[src/rtl/usb_port_pkg.sv]
// Shared constants of the FIFO port configuration block.
// Assumes a 16-bit register file reached over a 32-bit APB bus.
package usb_port_pkg;
  // ==========================================================
  // Widths
  localparam int APB_AW = 12;
  localparam int APB_DW = 32;
  localparam int ADDR_LSB = 2;
  localparam int REG_W = 16;
  localparam int IDX_W = APB_AW - ADDR_LSB;
  localparam int BYTE_W = 8;
  localparam int PIPE_W = 3;
  localparam int NUM_PIPES = 7;
  localparam int GP_W = 8;
  // ==========================================================
  // Register indices, byte address is four times the index
  localparam logic [IDX_W-1:0] IDX_PIN_CFG = 10'h00a;
  localparam logic [IDX_W-1:0] IDX_CPORT_CTRL = 10'h02e;
  localparam logic [IDX_W-1:0] IDX_EMPTY_EN = 10'h04c;
  localparam logic [IDX_W-1:0] IDX_IRQ_STATUS = 10'h050;
  localparam logic [IDX_W-1:0] IDX_IRQ_MASK = 10'h052;
  localparam logic [IDX_W-1:0] IDX_PIPE_SEL = 10'h054;
  localparam logic [IDX_W-1:0] IDX_PIPE_DIR = 10'h056;
  localparam logic [IDX_W-1:0] IDX_PIPE_CONT = 10'h058;
  localparam logic [IDX_W-1:0] IDX_GP_OUT = 10'h05a;
  localparam logic [IDX_W-1:0] IDX_GP_IN = 10'h05c;
  localparam logic [IDX_W-1:0] IDX_CPORT_DATA = 10'h05e;
  localparam logic [IDX_W-1:0] IDX_DPORT_DATA = 10'h062;
  // ==========================================================
  // Reset values, masks and fields
  localparam logic [REG_W-1:0] REG_RESET = 16'h0000;
  localparam logic [REG_W-1:0] PIN_CFG_WMASK = 16'h8105;
  localparam logic [REG_W-1:0] EMPTY_EN_WMASK = 16'h007f;
  localparam int PIN_SPLIT_BIT = 0;
  localparam int PIN_GP_DIR_BIT = 2;
  localparam int PIN_BIG_END_BIT = 8;
  localparam int PIN_DRIVE_BIT = 15;
  localparam int CTRL_SWAP_BIT = 15;
  localparam int CTRL_CLEAR_BIT = 14;
  localparam int CTRL_BUSY_BIT = 13;
  localparam logic [PIPE_W-1:0] CTRL_PIPE = 3'h0;
  localparam int IRQ_BUF_READY = 0;
  localparam int IRQ_EMPTY_SUM = 1;
  localparam int NUM_IRQ = 2;
endpackage

[src/rtl/reg_bus_if.sv]
// Internal register strobes between the APB port and the register bank.
// Assumes both ends run on the same clock.
`timescale 1ns/100ps
interface reg_bus_if;
  import usb_port_pkg::*;
  logic wr;
  logic rd;
  logic [IDX_W-1:0] idx;
  logic [REG_W-1:0] wdata;
  logic [REG_W-1:0] rdata;
  logic hit;
  modport port (output wr, rd, idx, wdata, input rdata, hit);
  modport regs (input wr, rd, idx, wdata, output rdata, hit);
endinterface

[src/rtl/apb_reg_port.sv]
// APB slave front end: one wait-free access phase, registered read data.
// Assumes a compliant APB master and a combinational read mux behind it.
`timescale 1ns/100ps
module apb_reg_port (
  // Clock and reset
  input wire logic clk,
  input wire logic reset_n,
  // APB slave
  input wire logic psel,
  input wire logic penable,
  input wire logic pwrite,
  input wire logic [usb_port_pkg::APB_AW-1:0] paddr,
  input wire logic [usb_port_pkg::APB_DW-1:0] pwdata,
  output logic pready,
  output logic pslverr,
  output logic [usb_port_pkg::APB_DW-1:0] prdata,
  // Register side
  reg_bus_if.port bus
);
  import usb_port_pkg::*;

  logic [REG_W-1:0] rdata_ff;
  logic err_ff;
  logic setup;

  assign setup = psel & ~penable;
  assign bus.idx = paddr[APB_AW-1:ADDR_LSB];
  assign bus.wdata = pwdata[REG_W-1:0];
  assign bus.wr = psel & penable & pwrite;
  assign bus.rd = psel & penable & ~pwrite;
  assign pready = psel & penable;
  assign pslverr = pready & err_ff;
  assign prdata = {{(APB_DW-REG_W){1'b0}}, rdata_ff};

  // Read data sampled in setup so prdata comes from a flop
  always_ff @(posedge clk or negedge reset_n) begin
    if (!reset_n) begin
      rdata_ff <= REG_RESET;
      err_ff <= 1'b0;
    end else if (setup) begin
      rdata_ff <= pwrite ? REG_RESET : bus.rdata;
      err_ff <= ~bus.hit;
    end
  end
endmodule

[src/rtl/irq_status.sv]
// Sticky interrupt status with write-one-to-clear and a mask.
// Assumes event inputs are one-cycle or level requests on clk.
`timescale 1ns/100ps
module irq_status #(
  parameter int N = usb_port_pkg::NUM_IRQ
) (
  // Clock and reset
  input wire logic clk,
  input wire logic reset_n,
  input wire logic sw_reset,
  // Events and register writes
  input wire logic [N-1:0] event_set,
  input wire logic status_wr,
  input wire logic mask_wr,
  input wire logic [N-1:0] wdata,
  // State
  output logic [N-1:0] status_ff,
  output logic [N-1:0] mask_ff,
  output logic irq
);
  import usb_port_pkg::*;

  // Set wins over a clear in the same cycle
  always_ff @(posedge clk or negedge reset_n) begin
    if (!reset_n) begin
      status_ff <= '0;
    end else if (sw_reset) begin
      status_ff <= '0;
    end else begin
      status_ff <= (status_ff & ~({N{status_wr}} & wdata)) | event_set;
    end
  end

  always_ff @(posedge clk or negedge reset_n) begin
    if (!reset_n) begin
      mask_ff <= '0;
    end else if (sw_reset) begin
      mask_ff <= '0;
    end else if (mask_wr) begin
      mask_ff <= wdata;
    end
  end

  assign irq = |(status_ff & mask_ff);
endmodule

[src/rtl/usb_fifo_port_config.sv]
// Pin function, FIFO port byte order and control port buffer control.
// Assumes the serial engine gives per-pipe busy and empty levels on clk.
//
// Summary of operation
// [RQ1] Byte order bit: 0 little, 1 big endian, for both FIFO ports.
// [RQ2] Function bit: 0 general port, 1 split bus for the DMA port.
// [RQ3] With split bus active, DMA port data accesses are ignored.
// [RQ4] Direction bit: 0 input, 1 output; only while general port.
// [RQ5] Reserved bits read zero; software writes them as zero.
// [RQ6] Swap write on OUT continuous pipe, FIFO not full, hands buffer.
// [RQ7] Accepted swap raises the buffer ready interrupt.
// [RQ8] Swap and clear ignored on default control pipe; busy invalid.
// [RQ9] Clear write on IN pipe empties engine buffer; reads as zero.
// [RQ10] Software never writes the clear bit on OUT pipes.
// [RQ11] Software sets NAK, waits busy low, then writes clear.
// [RQ12] Busy bit shows engine access to the selected pipe buffer.
// [RQ13] Per-pipe enable lets that pipe set the empty summary flag.
// [RQ14] Enabled pipe empty status sets the empty summary flag.
// [RQ15] Registers clear on hardware and software reset only.
//
// The implementer's own choice: the APB slave port.
`timescale 1ns/100ps
module usb_fifo_port_config #(
  parameter int NUM_PIPES = usb_port_pkg::NUM_PIPES
) (
  // Clock and reset
  input wire logic clk,
  input wire logic reset_n,
  input wire logic sw_reset,
  // APB slave
  input wire logic psel,
  input wire logic penable,
  input wire logic pwrite,
  input wire logic [usb_port_pkg::APB_AW-1:0] paddr,
  input wire logic [usb_port_pkg::APB_DW-1:0] pwdata,
  output logic pready,
  output logic pslverr,
  output logic [usb_port_pkg::APB_DW-1:0] prdata,
  // Serial engine status
  input wire logic [NUM_PIPES-1:0] pipe_empty_status,
  input wire logic [NUM_PIPES-1:0] engine_busy,
  input wire logic fifo_full,
  // FIFO data paths
  input wire logic [usb_port_pkg::REG_W-1:0] cfifo_rdata,
  input wire logic [usb_port_pkg::REG_W-1:0] dfifo_rdata,
  output logic [usb_port_pkg::REG_W-1:0] fifo_wdata,
  output logic cfifo_wr,
  output logic cfifo_rd,
  output logic dfifo_wr,
  output logic dfifo_rd,
  // Buffer control
  output logic [usb_port_pkg::PIPE_W-1:0] current_pipe,
  output logic buffer_swap,
  output logic engine_buffer_clear,
  // Pin configuration
  output logic big_endian,
  output logic data_pins_function_select,
  output logic output_drive_select,
  // General port pins
  input wire logic [usb_port_pkg::GP_W-1:0] gp_port_pins_in,
  output logic [usb_port_pkg::GP_W-1:0] gp_port_pins_out,
  output logic [usb_port_pkg::GP_W-1:0] gp_port_pins_oe_n,
  // Interrupt
  output logic buffer_empty_summary_flag,
  output logic irq
);
  import usb_port_pkg::*;

  // ==========================================================
  // Declarations
  reg_bus_if bus ();
  logic [REG_W-1:0] pin_cfg_ff;
  logic [REG_W-1:0] empty_en_ff;
  logic [PIPE_W-1:0] pipe_sel_ff;
  logic [NUM_PIPES-1:0] pipe_dir_in_ff;
  logic [NUM_PIPES-1:0] pipe_cont_ff;
  logic [GP_W-1:0] gp_out_ff;
  logic [GP_W-1:0] gp_in_ff;
  logic [REG_W-1:0] fifo_wdata_ff;
  logic cfifo_wr_ff;
  logic cfifo_rd_ff;
  logic dfifo_wr_ff;
  logic dfifo_rd_ff;
  logic swap_ff;
  logic clear_ff;
  logic [NUM_IRQ-1:0] irq_status_ff;
  logic [NUM_IRQ-1:0] irq_mask_ff;
  logic [NUM_IRQ-1:0] irq_events;
  logic [NUM_PIPES-1:0] empty_hit;
  logic wr_ctrl;
  logic pipe_ok;
  logic sel_dir_in;
  logic sel_cont;
  logic sel_busy;
  logic swap_ok;
  logic clear_ok;
  logic split;
  logic dport_ok;

  function automatic logic [REG_W-1:0] order16(
    input logic [REG_W-1:0] d,
    input logic big
  );
    order16 = big ? {d[BYTE_W-1:0], d[REG_W-1:BYTE_W]} : d;
  endfunction

  // ==========================================================
  // Bus front end and interrupts
  apb_reg_port u_apb (
    .clk(clk),
    .reset_n(reset_n),
    .psel(psel),
    .penable(penable),
    .pwrite(pwrite),
    .paddr(paddr),
    .pwdata(pwdata),
    .pready(pready),
    .pslverr(pslverr),
    .prdata(prdata),
    .bus(bus.port)
  );

  irq_status #(.N(NUM_IRQ)) u_irq (
    .clk(clk),
    .reset_n(reset_n),
    .sw_reset(sw_reset),
    .event_set(irq_events),
    .status_wr(bus.wr && bus.idx == IDX_IRQ_STATUS),
    .mask_wr(bus.wr && bus.idx == IDX_IRQ_MASK),
    .wdata(bus.wdata[NUM_IRQ-1:0]),
    .status_ff(irq_status_ff),
    .mask_ff(irq_mask_ff),
    .irq(irq)
  );

  // ==========================================================
  // Selected pipe decode
  assign split = pin_cfg_ff[PIN_SPLIT_BIT];
  assign pipe_ok = (pipe_sel_ff != CTRL_PIPE) &&
                   (32'(pipe_sel_ff) < NUM_PIPES);
  assign sel_dir_in = pipe_ok && pipe_dir_in_ff[pipe_sel_ff];
  assign sel_cont = pipe_ok && pipe_cont_ff[pipe_sel_ff];
  // [RQ12] Busy of selected pipe
  // [RQ8] Control pipe busy reads zero, its value is not meaningful
  assign sel_busy = pipe_ok && engine_busy[pipe_sel_ff];
  assign wr_ctrl = bus.wr && bus.idx == IDX_CPORT_CTRL;
  // [RQ6] Swap only OUT, continuous, not full
  // [RQ8] Control pipe blocks swap
  assign swap_ok = wr_ctrl && bus.wdata[CTRL_SWAP_BIT] && pipe_ok &&
                   !sel_dir_in && sel_cont && !fifo_full;
  // [RQ9] Clear only IN pipes
  // [RQ10] Clear on an OUT pipe is dropped, not acted on
  assign clear_ok = wr_ctrl && bus.wdata[CTRL_CLEAR_BIT] && sel_dir_in;
  // [RQ3] DMA port dead while split bus
  assign dport_ok = !split;

  // ==========================================================
  // Configuration registers
  // [RQ15] Hardware and software reset clear, no bus reset input
  // [RQ1] [RQ2] [RQ4] Pin config write
  always_ff @(posedge clk or negedge reset_n) begin
    if (!reset_n) begin
      pin_cfg_ff <= REG_RESET;
    end else if (sw_reset) begin
      pin_cfg_ff <= REG_RESET;
    end else if (bus.wr && bus.idx == IDX_PIN_CFG) begin
      pin_cfg_ff <= bus.wdata & PIN_CFG_WMASK;
    end
  end

  // [RQ13] Per-pipe empty enables
  always_ff @(posedge clk or negedge reset_n) begin
    if (!reset_n) begin
      empty_en_ff <= REG_RESET;
    end else if (sw_reset) begin
      empty_en_ff <= REG_RESET;
    end else if (bus.wr && bus.idx == IDX_EMPTY_EN) begin
      empty_en_ff <= bus.wdata & EMPTY_EN_WMASK;
    end
  end

  // Pipe selection and per-pipe modes
  always_ff @(posedge clk or negedge reset_n) begin
    if (!reset_n) begin
      pipe_sel_ff <= CTRL_PIPE;
      pipe_dir_in_ff <= '0;
      pipe_cont_ff <= '0;
    end else if (sw_reset) begin
      pipe_sel_ff <= CTRL_PIPE;
      pipe_dir_in_ff <= '0;
      pipe_cont_ff <= '0;
    end else if (bus.wr) begin
      if (bus.idx == IDX_PIPE_SEL) begin
        pipe_sel_ff <= bus.wdata[PIPE_W-1:0];
      end
      if (bus.idx == IDX_PIPE_DIR) begin
        pipe_dir_in_ff <= bus.wdata[NUM_PIPES-1:0];
      end
      if (bus.idx == IDX_PIPE_CONT) begin
        pipe_cont_ff <= bus.wdata[NUM_PIPES-1:0];
      end
    end
  end

  // General port output latch and input sampling
  always_ff @(posedge clk or negedge reset_n) begin
    if (!reset_n) begin
      gp_out_ff <= '0;
      gp_in_ff <= '0;
    end else begin
      gp_in_ff <= gp_port_pins_in;
      if (sw_reset) begin
        gp_out_ff <= '0;
      end else if (bus.wr && bus.idx == IDX_GP_OUT) begin
        gp_out_ff <= bus.wdata[GP_W-1:0];
      end
    end
  end

  // ==========================================================
  // FIFO port strobes and buffer commands
  // [RQ1] Byte lanes reordered on write
  always_ff @(posedge clk or negedge reset_n) begin
    if (!reset_n) begin
      fifo_wdata_ff <= REG_RESET;
    end else if (bus.wr && (bus.idx == IDX_CPORT_DATA ||
                 (bus.idx == IDX_DPORT_DATA && dport_ok))) begin
      fifo_wdata_ff <= order16(bus.wdata, pin_cfg_ff[PIN_BIG_END_BIT]);
    end
  end

  // [RQ3] DMA port strobes gated by split bus
  // [RQ6] [RQ9] One-cycle buffer commands
  always_ff @(posedge clk or negedge reset_n) begin
    if (!reset_n) begin
      cfifo_wr_ff <= 1'b0;
      cfifo_rd_ff <= 1'b0;
      dfifo_wr_ff <= 1'b0;
      dfifo_rd_ff <= 1'b0;
      swap_ff <= 1'b0;
      clear_ff <= 1'b0;
    end else begin
      cfifo_wr_ff <= bus.wr && bus.idx == IDX_CPORT_DATA;
      cfifo_rd_ff <= bus.rd && bus.idx == IDX_CPORT_DATA;
      dfifo_wr_ff <= bus.wr && bus.idx == IDX_DPORT_DATA && dport_ok;
      dfifo_rd_ff <= bus.rd && bus.idx == IDX_DPORT_DATA && dport_ok;
      swap_ff <= swap_ok;
      clear_ff <= clear_ok;
    end
  end

  // ==========================================================
  // Interrupt events
  // [RQ13] [RQ14] Enabled empty status per pipe
  generate
    for (genvar i = 0; i < NUM_PIPES; i++) begin : g_empty
      assign empty_hit[i] = pipe_empty_status[i] & empty_en_ff[i];
    end
  endgenerate

  always_comb begin
    irq_events = '0;
    // [RQ7] Accepted swap is buffer ready
    irq_events[IRQ_BUF_READY] = swap_ff;
    // [RQ14] Summary flag set
    irq_events[IRQ_EMPTY_SUM] = |empty_hit;
  end

  // ==========================================================
  // Read mux
  // [RQ5] Reserved and write-only bits read as zero
  always_comb begin
    bus.rdata = REG_RESET;
    bus.hit = 1'b1;
    unique case (bus.idx)
      IDX_PIN_CFG: bus.rdata = pin_cfg_ff;
      IDX_CPORT_CTRL: bus.rdata[CTRL_BUSY_BIT] = sel_busy;
      IDX_EMPTY_EN: bus.rdata = empty_en_ff;
      IDX_IRQ_STATUS: bus.rdata[NUM_IRQ-1:0] = irq_status_ff;
      IDX_IRQ_MASK: bus.rdata[NUM_IRQ-1:0] = irq_mask_ff;
      IDX_PIPE_SEL: bus.rdata[PIPE_W-1:0] = pipe_sel_ff;
      IDX_PIPE_DIR: bus.rdata[NUM_PIPES-1:0] = pipe_dir_in_ff;
      IDX_PIPE_CONT: bus.rdata[NUM_PIPES-1:0] = pipe_cont_ff;
      IDX_GP_OUT: bus.rdata[GP_W-1:0] = gp_out_ff;
      IDX_GP_IN: bus.rdata[GP_W-1:0] = gp_in_ff;
      // [RQ1] Byte lanes reordered on read
      IDX_CPORT_DATA:
        bus.rdata = order16(cfifo_rdata, pin_cfg_ff[PIN_BIG_END_BIT]);
      // [RQ3] Split bus reads zero here
      IDX_DPORT_DATA: begin
        if (dport_ok) begin
          bus.rdata = order16(dfifo_rdata, pin_cfg_ff[PIN_BIG_END_BIT]);
        end
      end
      default: bus.hit = 1'b0;
    endcase
  end

  // ==========================================================
  // Outputs
  assign fifo_wdata = fifo_wdata_ff;
  assign cfifo_wr = cfifo_wr_ff;
  assign cfifo_rd = cfifo_rd_ff;
  assign dfifo_wr = dfifo_wr_ff;
  assign dfifo_rd = dfifo_rd_ff;
  assign current_pipe = pipe_sel_ff;
  assign buffer_swap = swap_ff;
  assign engine_buffer_clear = clear_ff;
  assign big_endian = pin_cfg_ff[PIN_BIG_END_BIT];
  assign data_pins_function_select = split;
  assign output_drive_select = pin_cfg_ff[PIN_DRIVE_BIT];
  assign gp_port_pins_out = gp_out_ff;
  // [RQ4] Drive only as output general port
  assign gp_port_pins_oe_n =
    {GP_W{~(pin_cfg_ff[PIN_GP_DIR_BIT] & ~split)}};
  assign buffer_empty_summary_flag = irq_status_ff[IRQ_EMPTY_SUM];
endmodule

[config.mk]
export PLATFORM = sky130hd
export DESIGN_NAME = usb_fifo_port_config
export DESIGN_NICKNAME = d
export VERILOG_FILES = /design/src/rtl/usb_port_pkg.sv /design/src/rtl/reg_bus_if.sv /design/src/rtl/apb_reg_port.sv /design/src/rtl/irq_status.sv /design/src/rtl/usb_fifo_port_config.sv
export SDC_FILE = /design/constraint.sdc
export NUM_CORES = 1
export LEC_CHECK = 0
export BUFFER_PORTS_ARGS = -buffer_cell sky130_fd_sc_hd__buf_4
export CORE_MARGIN = 2
export CORE_UTILIZATION = 50
export DETAILED_ROUTE_END_ITERATION = 12
export GPL_TIMING_DRIVEN = 0
export PLACE_DENSITY = 0.8
export SYNTH_ARGS = -nofsm -noshare
export SYNTH_HDL_FRONTEND = slang
export SYNTH_SLANG_ARGS = --single-unit
[constraint.sdc]
create_clock -name clk -period 2.3 [get_ports clk]
set_clock_uncertainty 0.2 [all_clocks]
set_input_delay 0.115 -clock clk [delete_from_list [all_inputs] [get_ports clk]]
set_output_delay 0.115 -clock clk [all_outputs]
set_load 0.01 [all_outputs]
==> out/metrics.yaml, run 1 <==
ant_nets: 0
fmax_mhz: 459.5
drv_slew: 0
synth_top_family_by_area: "multiplexers"
die_w_microns: 104.0
reg2reg_setup_slack_ps: 170
critPathArrivalTime_ps: 2210
vias_per_cell: 5.863
holdPathEnd: "u_apb.err_ff"
globalRoute.totalOverflow: 0
holdPathStages: 3
synth_edf_count: 0
outcome: "complete, but fails checks"
grt_pass1_vias: 4985
cts_root_buf: "clkbuf_8"
place_area_sq_mm: 0.006306
fin_crit_sh_pct: 94.61
synth_cell_types: 60
grt_max_degree: 88
r2r_cells: 5
min_path_type: "in2reg"
portBuffers: 144
seq_area_sq_mm: 0.002177
r2r_end: "u_apb.rdata_ff[11]"
async_reset_ff_share_pct: 100.0
cts_setup_buffers: 0
hold_ws_ps: -0.8756
core_area_sq_mm: 0.009729
grt_usage_pct: 29.94
multi_input_area_sq_mm: 0.002522
clock_path_buffers: 2
hpwl_microns: 11770
die_h_microns: 104.0
place_congestion: 0.9126
cts_tree: "done"
routedWlPerCell_microns: 19.03
htree_levels: 3
yosysSeqAreaShare_pct: 43.52
final.min_clock_period_ps: 2176
wl_microns: 16540
n_antenna_cell: 0
first_iter_violations: 367
num_vias: 5095
clk_pin_slew_ps: 90
r2r-start: "pin_cfg_ff[8]"
crit_fanout: 10
cts.sinks: 87
rsz0062_at_grt: "no"
grt_antenna_before_repair: 0
worstMarginPinSlew_ps: 1081
synth-compound-area-share_pct: 16.13
critPathKind: "in2reg"
syn_to_final_growth_pct: 38.77
critical_path_required_ps: 2340
synth-xor-area-share_pct: 0.3502
max_slew_margin_pct: 27.92
synthCells: 521
rows: 36
cts_buffers: 9
routed-wl-met2_microns: 8242
floorplan.die_area_sq_mm: 0.01082
drc: 0
setup_viol: 0
synthAdderAreaFrac_pct: 0
ys_warn_count: 0
wl_met1_microns: 6247
peakVddDrop_mv: 0.5042
fill_cells: 745
violations: "negative hold slack"
grt_pass1_wl_microns: 25520
hold_violations: 1
synth.avg_cell_area_sq_um: 9.601
leakagePower_nw: 3.166
muxShareOfSynthArea_pct: 16.61
hp-start: "paddr[9]"
fin_area_sq_mm: 0.006942
met3WireLength_microns: 1176
critPathCaptureType: "flop"
synth_top_flop_cell: "dfrtp_1"
synthSimpleGateAreaFrac_pct: 15.71
nNetsFinal: 836
p_per_area_mw_per_mm2: 451.8
cap_violations: 0
ys_ff_latch: 87
post_synth_instance_area_sq_mm: 0.005002
highest_layer: "met4"
dr.pass1.iters: 5
ios: 185
start_util_pct: 51.41
drive_gt1_share_pct: 28.80
critPathLaunchType: "input port"
clk_latency_ps: 370
==> where the power goes <==
group / leakage [nW] / internal, mW / switching [mW] / total [mW]
sequential: 1.19 / 1.55 / 0.0175 / 1.57
combinational: 1.88 / 0.234 / 0.238 / 0.472
clock: 0.0968 / 0.509 / 0.586 / 1.09
==> registers in the layout, summed over array words and instances, names as in the netlist <==
register	cells
gp_in_ff	8
pipe_cont_ff	7
gp_port_pins_out	8
pin_cfg_ff	4
buffer_swap	1
dfifo_wr	1
engine_buffer_clear	1
empty_en_ff	7
pipe_dir_in_ff	7
cfifo_wr	1
fifo_wdata	16
u_irq.mask_ff	2
u_apb.rdata_ff	16
u_apb.err_ff	1
dfifo_rd	1
u_irq.status_ff	2
current_pipe	3
cfifo_rd	1
==> routing by layer <==
| layer | GRT usage [%] | vias to the layer above |
|---|---|---|
| met4 | 16.12 | 0 |
| met1 | 37.37 | 2452 |
| met5 | 0 | - |
| met3 | 5.576 | 73 |
| met2 | 49.30 | 299 |
| li1 | - | 2271 |
==> placed cells by master (no fill, tap or decap), types with 3 or more instances in the layout <==
master and count:
nor2_1 34, nand3_1 15, clkbuf_1 27, a32o_1 3, and2_1 4, o21ai_2 3, buf_2 7, o21ai_0 24
nor4_2 3, nand4_1 3, a211oi_1 3, a221oi_1 6, nand2_1 61, a21oi_1 22, nor3_1 4, nand2b_1 6
or3_1 3, o21ai_1 9, nand4b_1 3, dlygate4sd3_1 42, mux2_2 4, conb_1 16, buf_6 3, nor2b_1 3
and3_1 6, clkbuf_8 9, buf_4 168, o22ai_1 15, inv_1 5, mux2i_1 74, dfrtp_1 87, a22o_1 15
==> logic make-up (layout without fill, tap and decap cells) <==
kind of cell    count (synthesis)  in the layout
simple gates                  161            161
compound gates                120            120
flops                          87             87
mux                            80             80
buf+inv                        70            270
xor+xnor                        2              2
other cells                     1             16
==> stage by stage <==
stage / TNS, ps / total power [mW] / util, % / std cells / setup WS, ps
5_1_grt: 0 / 3.235 / 71.35 / 869 / 25.50
3_5_place_dp: -9333 / 1.994 / 64.81 / 813 / -378.4
6_report: 0 / 3.136 / 71.35 / 869 / 123.9
4_1_cts: 0 / 3.120 / 71.14 / 870 / 11.05
2_1_floorplan: 0 / 1.770 / - / 536 / 128.3
3_3_place_gp: -7348 / 1.985 / 64.81 / 813 / -309.2
==> how the worst max path moves through the flow <==
stage / from / endpoint / slack [ps] / cells past startpoint
after floorplan: pin_cfg_ff[8] / u_apb.rdata_ff[1] / 130 / 6
after global placement: paddr[9] / fifo_wdata[14] / -310 / 7
after detailed placement: paddr[9] / fifo_wdata[3] / -380 / 7
after CTS: pin_cfg_ff[8] / u_apb.rdata_ff[4] / 10 / 7
after global routing: paddr[9] / pipe_dir_in_ff[5] / 30 / 7
final: psel / pipe_dir_in_ff[2] / 120 / 7
==> final cells by class <==
cell class | count | share of cell area [%]
buffer | 63 | 5.173
clock buffer | 10 | 1.838
clock inverter | 6 | 0.9913
inverter | 5 | 0.2704
multi-input combinational | 379 | 36.34
sequential | 87 | 31.36
tap | 133 | 2.397
timing repair buffer | 186 | 21.63
==> worst max-delay path, cell delays in order <==
cell           delay, ps
dlygate4sd3_1        550
buf_4                140
and3_1               220
clkbuf_1             370
nand3_1              470
mux2i_1              280
nor2_1                60
==> Yosys cell counts, types with 3 or more instances <==
library cell,count,area [sq um]
a211oi_1,3,22.52
a21oi_1,22,110.1
a221oi_1,6,52.55
a22o_1,15,131.4
a32o_1,3,30.03
and2_1,4,25.02
and3_1,6,37.54
buf_1,4,15.01
buf_2,7,35.03
buf_4,23,172.7
buf_6,3,33.78
clkbuf_1,28,105.1
dfrtp_1,87,2177
inv_1,5,18.77
mux2_2,4,45.04
mux2i_1,74,740.7
nand2_1,61,229.0
nand2b_1,6,37.54
nand3_1,15,75.07
nand4_1,3,18.77
nand4b_1,3,26.28
nor2_1,35,131.4
nor2b_1,3,18.77
nor3_1,4,20.02
nor4_1,3,18.77
o21ai_0,24,120.1
o21ai_1,9,45.04
o21ai_2,3,26.28
o22ai_1,15,93.84
or3_1,3,18.77
==> timing repair <==
action | 4_1_cts | 5_1_grt
endpoints found under the setup margin | 24 | 26
resized for setup | 2 | 6
hold buffers | 42 | 0
hold endpoints to repair | 143 | 0
No activity file was read; power rests on OpenSTA's default activity.
==> run 2: changes to the inputs <==
Settings changed: CORE_UTILIZATION 50 to 45, PLACE_DENSITY 0.8 to 0.73.
==> run 2 against run 1 <==
The flow now finishes without violations. Combinational power is essentially flat. Flip-flop and latch count did not move. Hold slack better by 2.3 ps. First-iteration DRC count rose by 17%. Clock power is 12% lower. Register-to-register slack got worse by 30 ps. Wire length decreased by 1.1%. Global-route usage is 2.3 points lower. Highest routed layer unchanged. Die area increased by 11%. Worst setup slack gained 0.94 ps. Utilization decreased by 7.1 points. Fmax about the same.
==> out/metrics.yaml, run 2 (synthesis results as in run 1) <==
ant_nets: 0
vias_per_cell: 5.655
routedWlPerCell_microns: 18.62
crit_fanout: 10
r2r-start: "pin_cfg_ff[8]"
worstMarginPinSlew_ps: 1103
holdPathStages: 4
hpwl_microns: 11950
critPathLaunchType: "input port"
instances_no_fill: 878
rsz0062_at_grt: "no"
htree_levels: 3
clock_path_buffers: 2
r2r_cells: 6
min_path_type: "in2reg"
core_area_sq_mm: 0.01084
cp.depth: 7
hp-start: "cfifo_rdata[14]"
post-place-cells: 820
cts.sinks: 87
rows: 38
place_area_sq_mm: 0.006315
final.setup.tns_ps: 0
floorplan.die_area_sq_mm: 0.01198
syn_to_final_growth_pct: 39.14
switching_share_pct: 25.75
critPathKind: "in2reg"
drv_slew: 0
ios: 185
final_common_cell: "buf_4"
p_seq_share_pct: 52.2
die_w_microns: 109.4
cts_buffers: 9
slowest_stage: "dlygate4sd3_1"
place_congestion: 0.9142
clk_latency_ps: 370
cts_root_buf: "clkbuf_8"
critPathArrivalTime_ps: 2280
nNetsFinal: 840
peakVddDrop_mv: 0.3371
cts_tree: "done"
grt_usage_pct: 27.59
drc: 0
critPathTopFamily: "buffers and inverters"
final_cell_mix: "buf_4 (170), dfrtp_1 (87), mux2i_1 (74), nand2_1 (61), dlygate4sd3_1 (45)"
path_cells: "dlygate4sd3_1 -> buf_4 -> nand2b_1 -> clkbuf_1 -> nor2_1 -> o21a_1 -> a32o_1"
grt_antenna_before_repair: 0
die_h_microns: 109.4
routed-wl-met2_microns: 8214
fin_crit_sh_pct: 94.57
cts_setup_buffers: 0
drive_gt1_share_pct: 28.46
outcome: "completed"
setup_viol: 0
highest_layer: "met4"
start_util_pct: 46.14
grt_max_degree: 88
final.min_clock_period_ps: 2175
grt_pass1_vias: 4794
cpPeakStageDelay_ps: 540
clkPwrFrac_pct: 32.0
n_antenna_cell: 0
wl_microns: 16350
first_iter_violations: 429
leakagePower_nw: 3.172
p_int_mw: 2.228
critical_path.startpoint: "penable"
critPathCaptureType: "flop"
hold_violations: 0
p_sw_mw: 0.7729
grt_pass1_wl_microns: 24980
dr.pass1.iters: 4
fin_area_sq_mm: 0.006960
fmax_mhz: 459.7
critical_path_required_ps: 2400
num_vias: 4965
wl_met1_microns: 6785
p_per_area_mw_per_mm2: 431.2
cap_violations: 0
globalRoute.totalOverflow: 0
clk_pin_slew_ps: 80
final_core_util_pct: 64.21
max_slew_margin_pct: 26.49
path_buf_inv: 3
combinationalPowerShare_pct: 15.8
portBuffers: 144
met3WireLength_microns: 962
fill_cells: 923
[run 2: what timing repair did]
action | in CTS | in global routing
gates resized for setup | 6 | 4
endpoints found under the setup margin | 24 | 24
hold buffers | 45 | 0
hold endpoints to repair | 147 | 0
[run 2: layout make-up]
type / instances / area [sq um] / share of cell area, %
multi-input cells: 379 / 2525 / 36.28
well taps: 140 / 175.2 / 2.517
inverters: 5 / 18.77 / 0.2696
clock inverters: 1 / 5.005 / 0.07190
repair buffers: 189 / 1531 / 22.00
clock buffers: 13 / 158.9 / 2.283
plain buffers: 64 / 369.1 / 5.303
flip-flops and latches: 87 / 2177 / 31.28
[run 2: layer usage]
metal | GRT usage, % | vias up
met5 | 0 | -
met4 | 10.58 | 0
met3 | 3.853 | 31
met2 | 46.16 | 193
met1 | 36.32 | 2472
li1 | - | 2269
[run 2: metrics by stage]
step | total power, mW | worst slack, ps | hold WS [ps]
after floorplan | 1.770 | 128.3 | -380.6
final | 3.001 | 124.9 | 1.430
after CTS | 3.006 | 25.39 | 0.09442
after global routing | 3.114 | 11.90 | 3.857
after global placement | 1.989 | -341.3 | 25.51
after detailed placement | 1.998 | -410.5 | 26.02
[run 2: power groups by stage]
stage | clock (mW) | combinational (mW) | sequential (mW)
floorplan | 0 | 0.175 | 1.59
detailed placement | 0 | 0.400 | 1.60
global placement | 0 | 0.392 | 1.60
finish | 0.961 | 0.473 | 1.57
global route | 1.03 | 0.513 | 1.57
CTS | 0.973 | 0.466 | 1.57
[run 2: tightest hold or removal path: cells and delay by family]
family                 cells  cell delay, ps
AO/OA/AOI/OAI              2             280
buffers and inverters      1              80
multiplexers               1              60
[run 2: path summary, 6_finish.rpt]
check,endpoint,slack [ps]
worst min-delay path,u_apb.rdata_ff[14],1
worst min register to register,fifo_wdata[11],300
min in group asynchronous,fifo_wdata[11],310
worst max-delay path,u_apb.rdata_ff[8],120
worst max register to register,u_apb.rdata_ff[3],140
max in group asynchronous,empty_en_ff[0],910
==> run 3: changes to the inputs <==
Settings changed: PLACE_DENSITY 0.73 to 0.76.
Clock period 2.3 ns to 1.9 ns, I/O delays scaled along.
==> run 3 against run 2 <==
The run now ends with negative setup slack left. Die area stayed put. Worst setup slack worse by 190 ps. Clock power increased by 34%. Sequential power increased by 21%. Non-clock buffer count increased by 11. Cell count is 1.5% higher. Critical path depth down 2. Wire length rose by 5.8%. Sequential share of layout area is 1.6 points lower. Flip-flop and latch count unchanged. Via count grew 4.8%. Critical endpoint is now u_apb.rdata_ff[0]. Highest routed layer unchanged.
==> out/metrics.yaml, run 3 (synthesis results as in run 1) <==
grt_pass1_wl_microns: 25990
outcome: "complete, but fails checks"
hp-start: "cfifo_rdata[12]"
syn_to_final_growth_pct: 46.92
grt_usage_pct: 28.29
die_h_microns: 109.4
critPathArrivalTime_ps: 2030
clk_latency_ps: 370
ant_nets: 0
min_path_type: "in2reg"
portBuffers: 144
fin_area_sq_mm: 0.007350
core_area_sq_mm: 0.01084
cts.sinks: 87
start_util_pct: 46.14
leakagePower_nw: 3.351
drc: 0
violations: "negative setup slack"
final_common_cell: "buf_4"
setup_viol: 8
hold_violations: 0
fin_crit_sh_pct: 103.3
grt_pass1_vias: 5110
crit_fanout: 5
place_area_sq_mm: 0.006370
place_congestion: 0.9110
grtUsageMet3_pct: 4.149
cts_tree: "done"
p_per_area_mw_per_mm2: 520.0
busiest_layer: "met2"
floorplan.die_area_sq_mm: 0.01198
grt_antenna_before_repair: 0
path_cells: "mux2_4 -> mux4_2 -> nand2_1 -> nand4_1 -> a32o_1"
drive_gt1_share_pct: 34.62
wl_microns: 17310
grt_use_met1_pct: 35.46
critPathTopFamily: "multiplexers"
final.min_clock_period_ps: 1962
dr.pass1.iters: 6
globalRoute.totalOverflow: 0
cap_violations: 0
critPathKind: "reg2reg"
layout_setup_ws_ps: -61.98
n_antenna_cell: 0
cts_root_buf: "clkbuf_8"
routedWlPerCell_microns: 19.42
grt_max_degree: 88
final_core_util_pct: 67.80
first_iter_violations: 538
htree_levels: 3
slowest_stage: "dfrtp_2"
max_slew_margin_pct: 24.38
critPathLaunchType: "flop"
critical_path_required_ps: 1960
final_cell_mix: "buf_4 (177), dfrtp_1 (83), mux2i_1 (71), nand2_1 (56), dlygate4sd3_1 (50)"
worstMarginPinSlew_ps: 1134
ios: 185
critPathCaptureType: "flop"
drv_slew: 0
hpwl_microns: 12160
rows: 38
peakVddDrop_mv: 0.3317
fmax_mhz: 509.7
die_w_microns: 109.4
nNetsFinal: 851
fill_cells: 833
path_buf_inv: 0
critical_path.startpoint: "pin_cfg_ff[8]"
num_vias: 5201
r2r-start: "pin_cfg_ff[8]"
cpPeakStageDelay_ps: 480
vias_per_cell: 5.837
gr-usage-met2_pct: 48.59
clk_pin_slew_ps: 100
cts_buffers: 9
clock_path_buffers: 2
rsz0062_at_grt: "yes"
==> run 3: changes by cell type in the layout (fill, tap and decap cells not counted), moves of 4 or more <==
| cell | delta |
|---|---|
| buf_2 | -5 |
| o22ai_2 | +5 |
| clkbuf_1 | -13 |
| buf_4 | +7 |
| dlygate4sd3_1 | +5 |
| inv_6 | +4 |
| clkbuf_2 | +8 |
| nand2_1 | -5 |
| o22ai_1 | -5 |
| dfrtp_1 | -4 |
| dfrtp_2 | +4 |
==> run 3: final timing paths <==
check | depth (start not counted) | endpoint | slack, ps
worst max-delay path | 5 | u_apb.rdata_ff[0] | -60
worst min-delay path | 4 | u_apb.rdata_ff[12] | 20
worst max register to register | 5 | u_apb.rdata_ff[0] | -60
worst min register to register | 2 | fifo_wdata[6] | 300
max in group asynchronous | 2 | pin_cfg_ff[0] | 440
min in group asynchronous | 2 | fifo_wdata[4] | 270
==> run 3: timing repair <==
action / 4_1_cts / 5_1_grt
gates cloned: 0 / 1
endpoints found under the setup margin: 33 / 70
pin swaps: 1 / 7
endpoints found under the hold margin: 148 / 0
resized for setup: 21 / 43
hold buffers: 50 / 0
buffers inserted: 7 / 4
==> run 3: tightest hold or removal path, delay by kind of cell <==
kind,cells,cell delay [ps]
AOI/OAI and AO/OA,2,300
buffers and inverters,1,90
muxes,1,70
==> run 3: cell type report <==
| type | instances | area, sq um | area share, % |
|---|---|---|---|
| Sequential cell | 87 | 2182 | 29.69 |
| Tap cell | 140 | 175.2 | 2.383 |
| Inverter | 5 | 18.77 | 0.2554 |
| Multi-Input combinational cell | 379 | 2703 | 36.77 |
| Buffer | 58 | 380.4 | 5.175 |
| Timing Repair Buffer | 206 | 1697 | 23.08 |
| Clock inverter | 7 | 70.07 | 0.9534 |
| Clock buffer | 9 | 123.9 | 1.685 |
==> run 3: report_power, final <==
part           switching (mW)  internal (mW)  leakage [nW]
registers              0.0236           1.88          1.18
logic                   0.314          0.319          2.08
clock network           0.772          0.514        0.0959
==> run 3: per-layer routing <==
metal,vias up,routed length [microns]
met2,287,8705
met1,2556,6836
met3,52,1139
met4,0,624
met5,-,0
li1,2306,-
==> run 3: through the flow <==
step / instances / setup TNS, ps / setup WS, ps / hold WS, ps / power (mW)
floorplan: 536 / -1982 / -153.7 / -400.6 / 2.146
global placement: 820 / -20840 / -595.4 / 5.417 / 2.411
detailed placement: 820 / -22860 / -579.8 / 5.438 / 2.423
CTS: 891 / -117.7 / -54.37 / 3.295 / 3.775
global route: 891 / -598.6 / -128.9 / 20.57 / 3.956
finish: 891 / -177.1 / -61.98 / 22.09 / 3.822
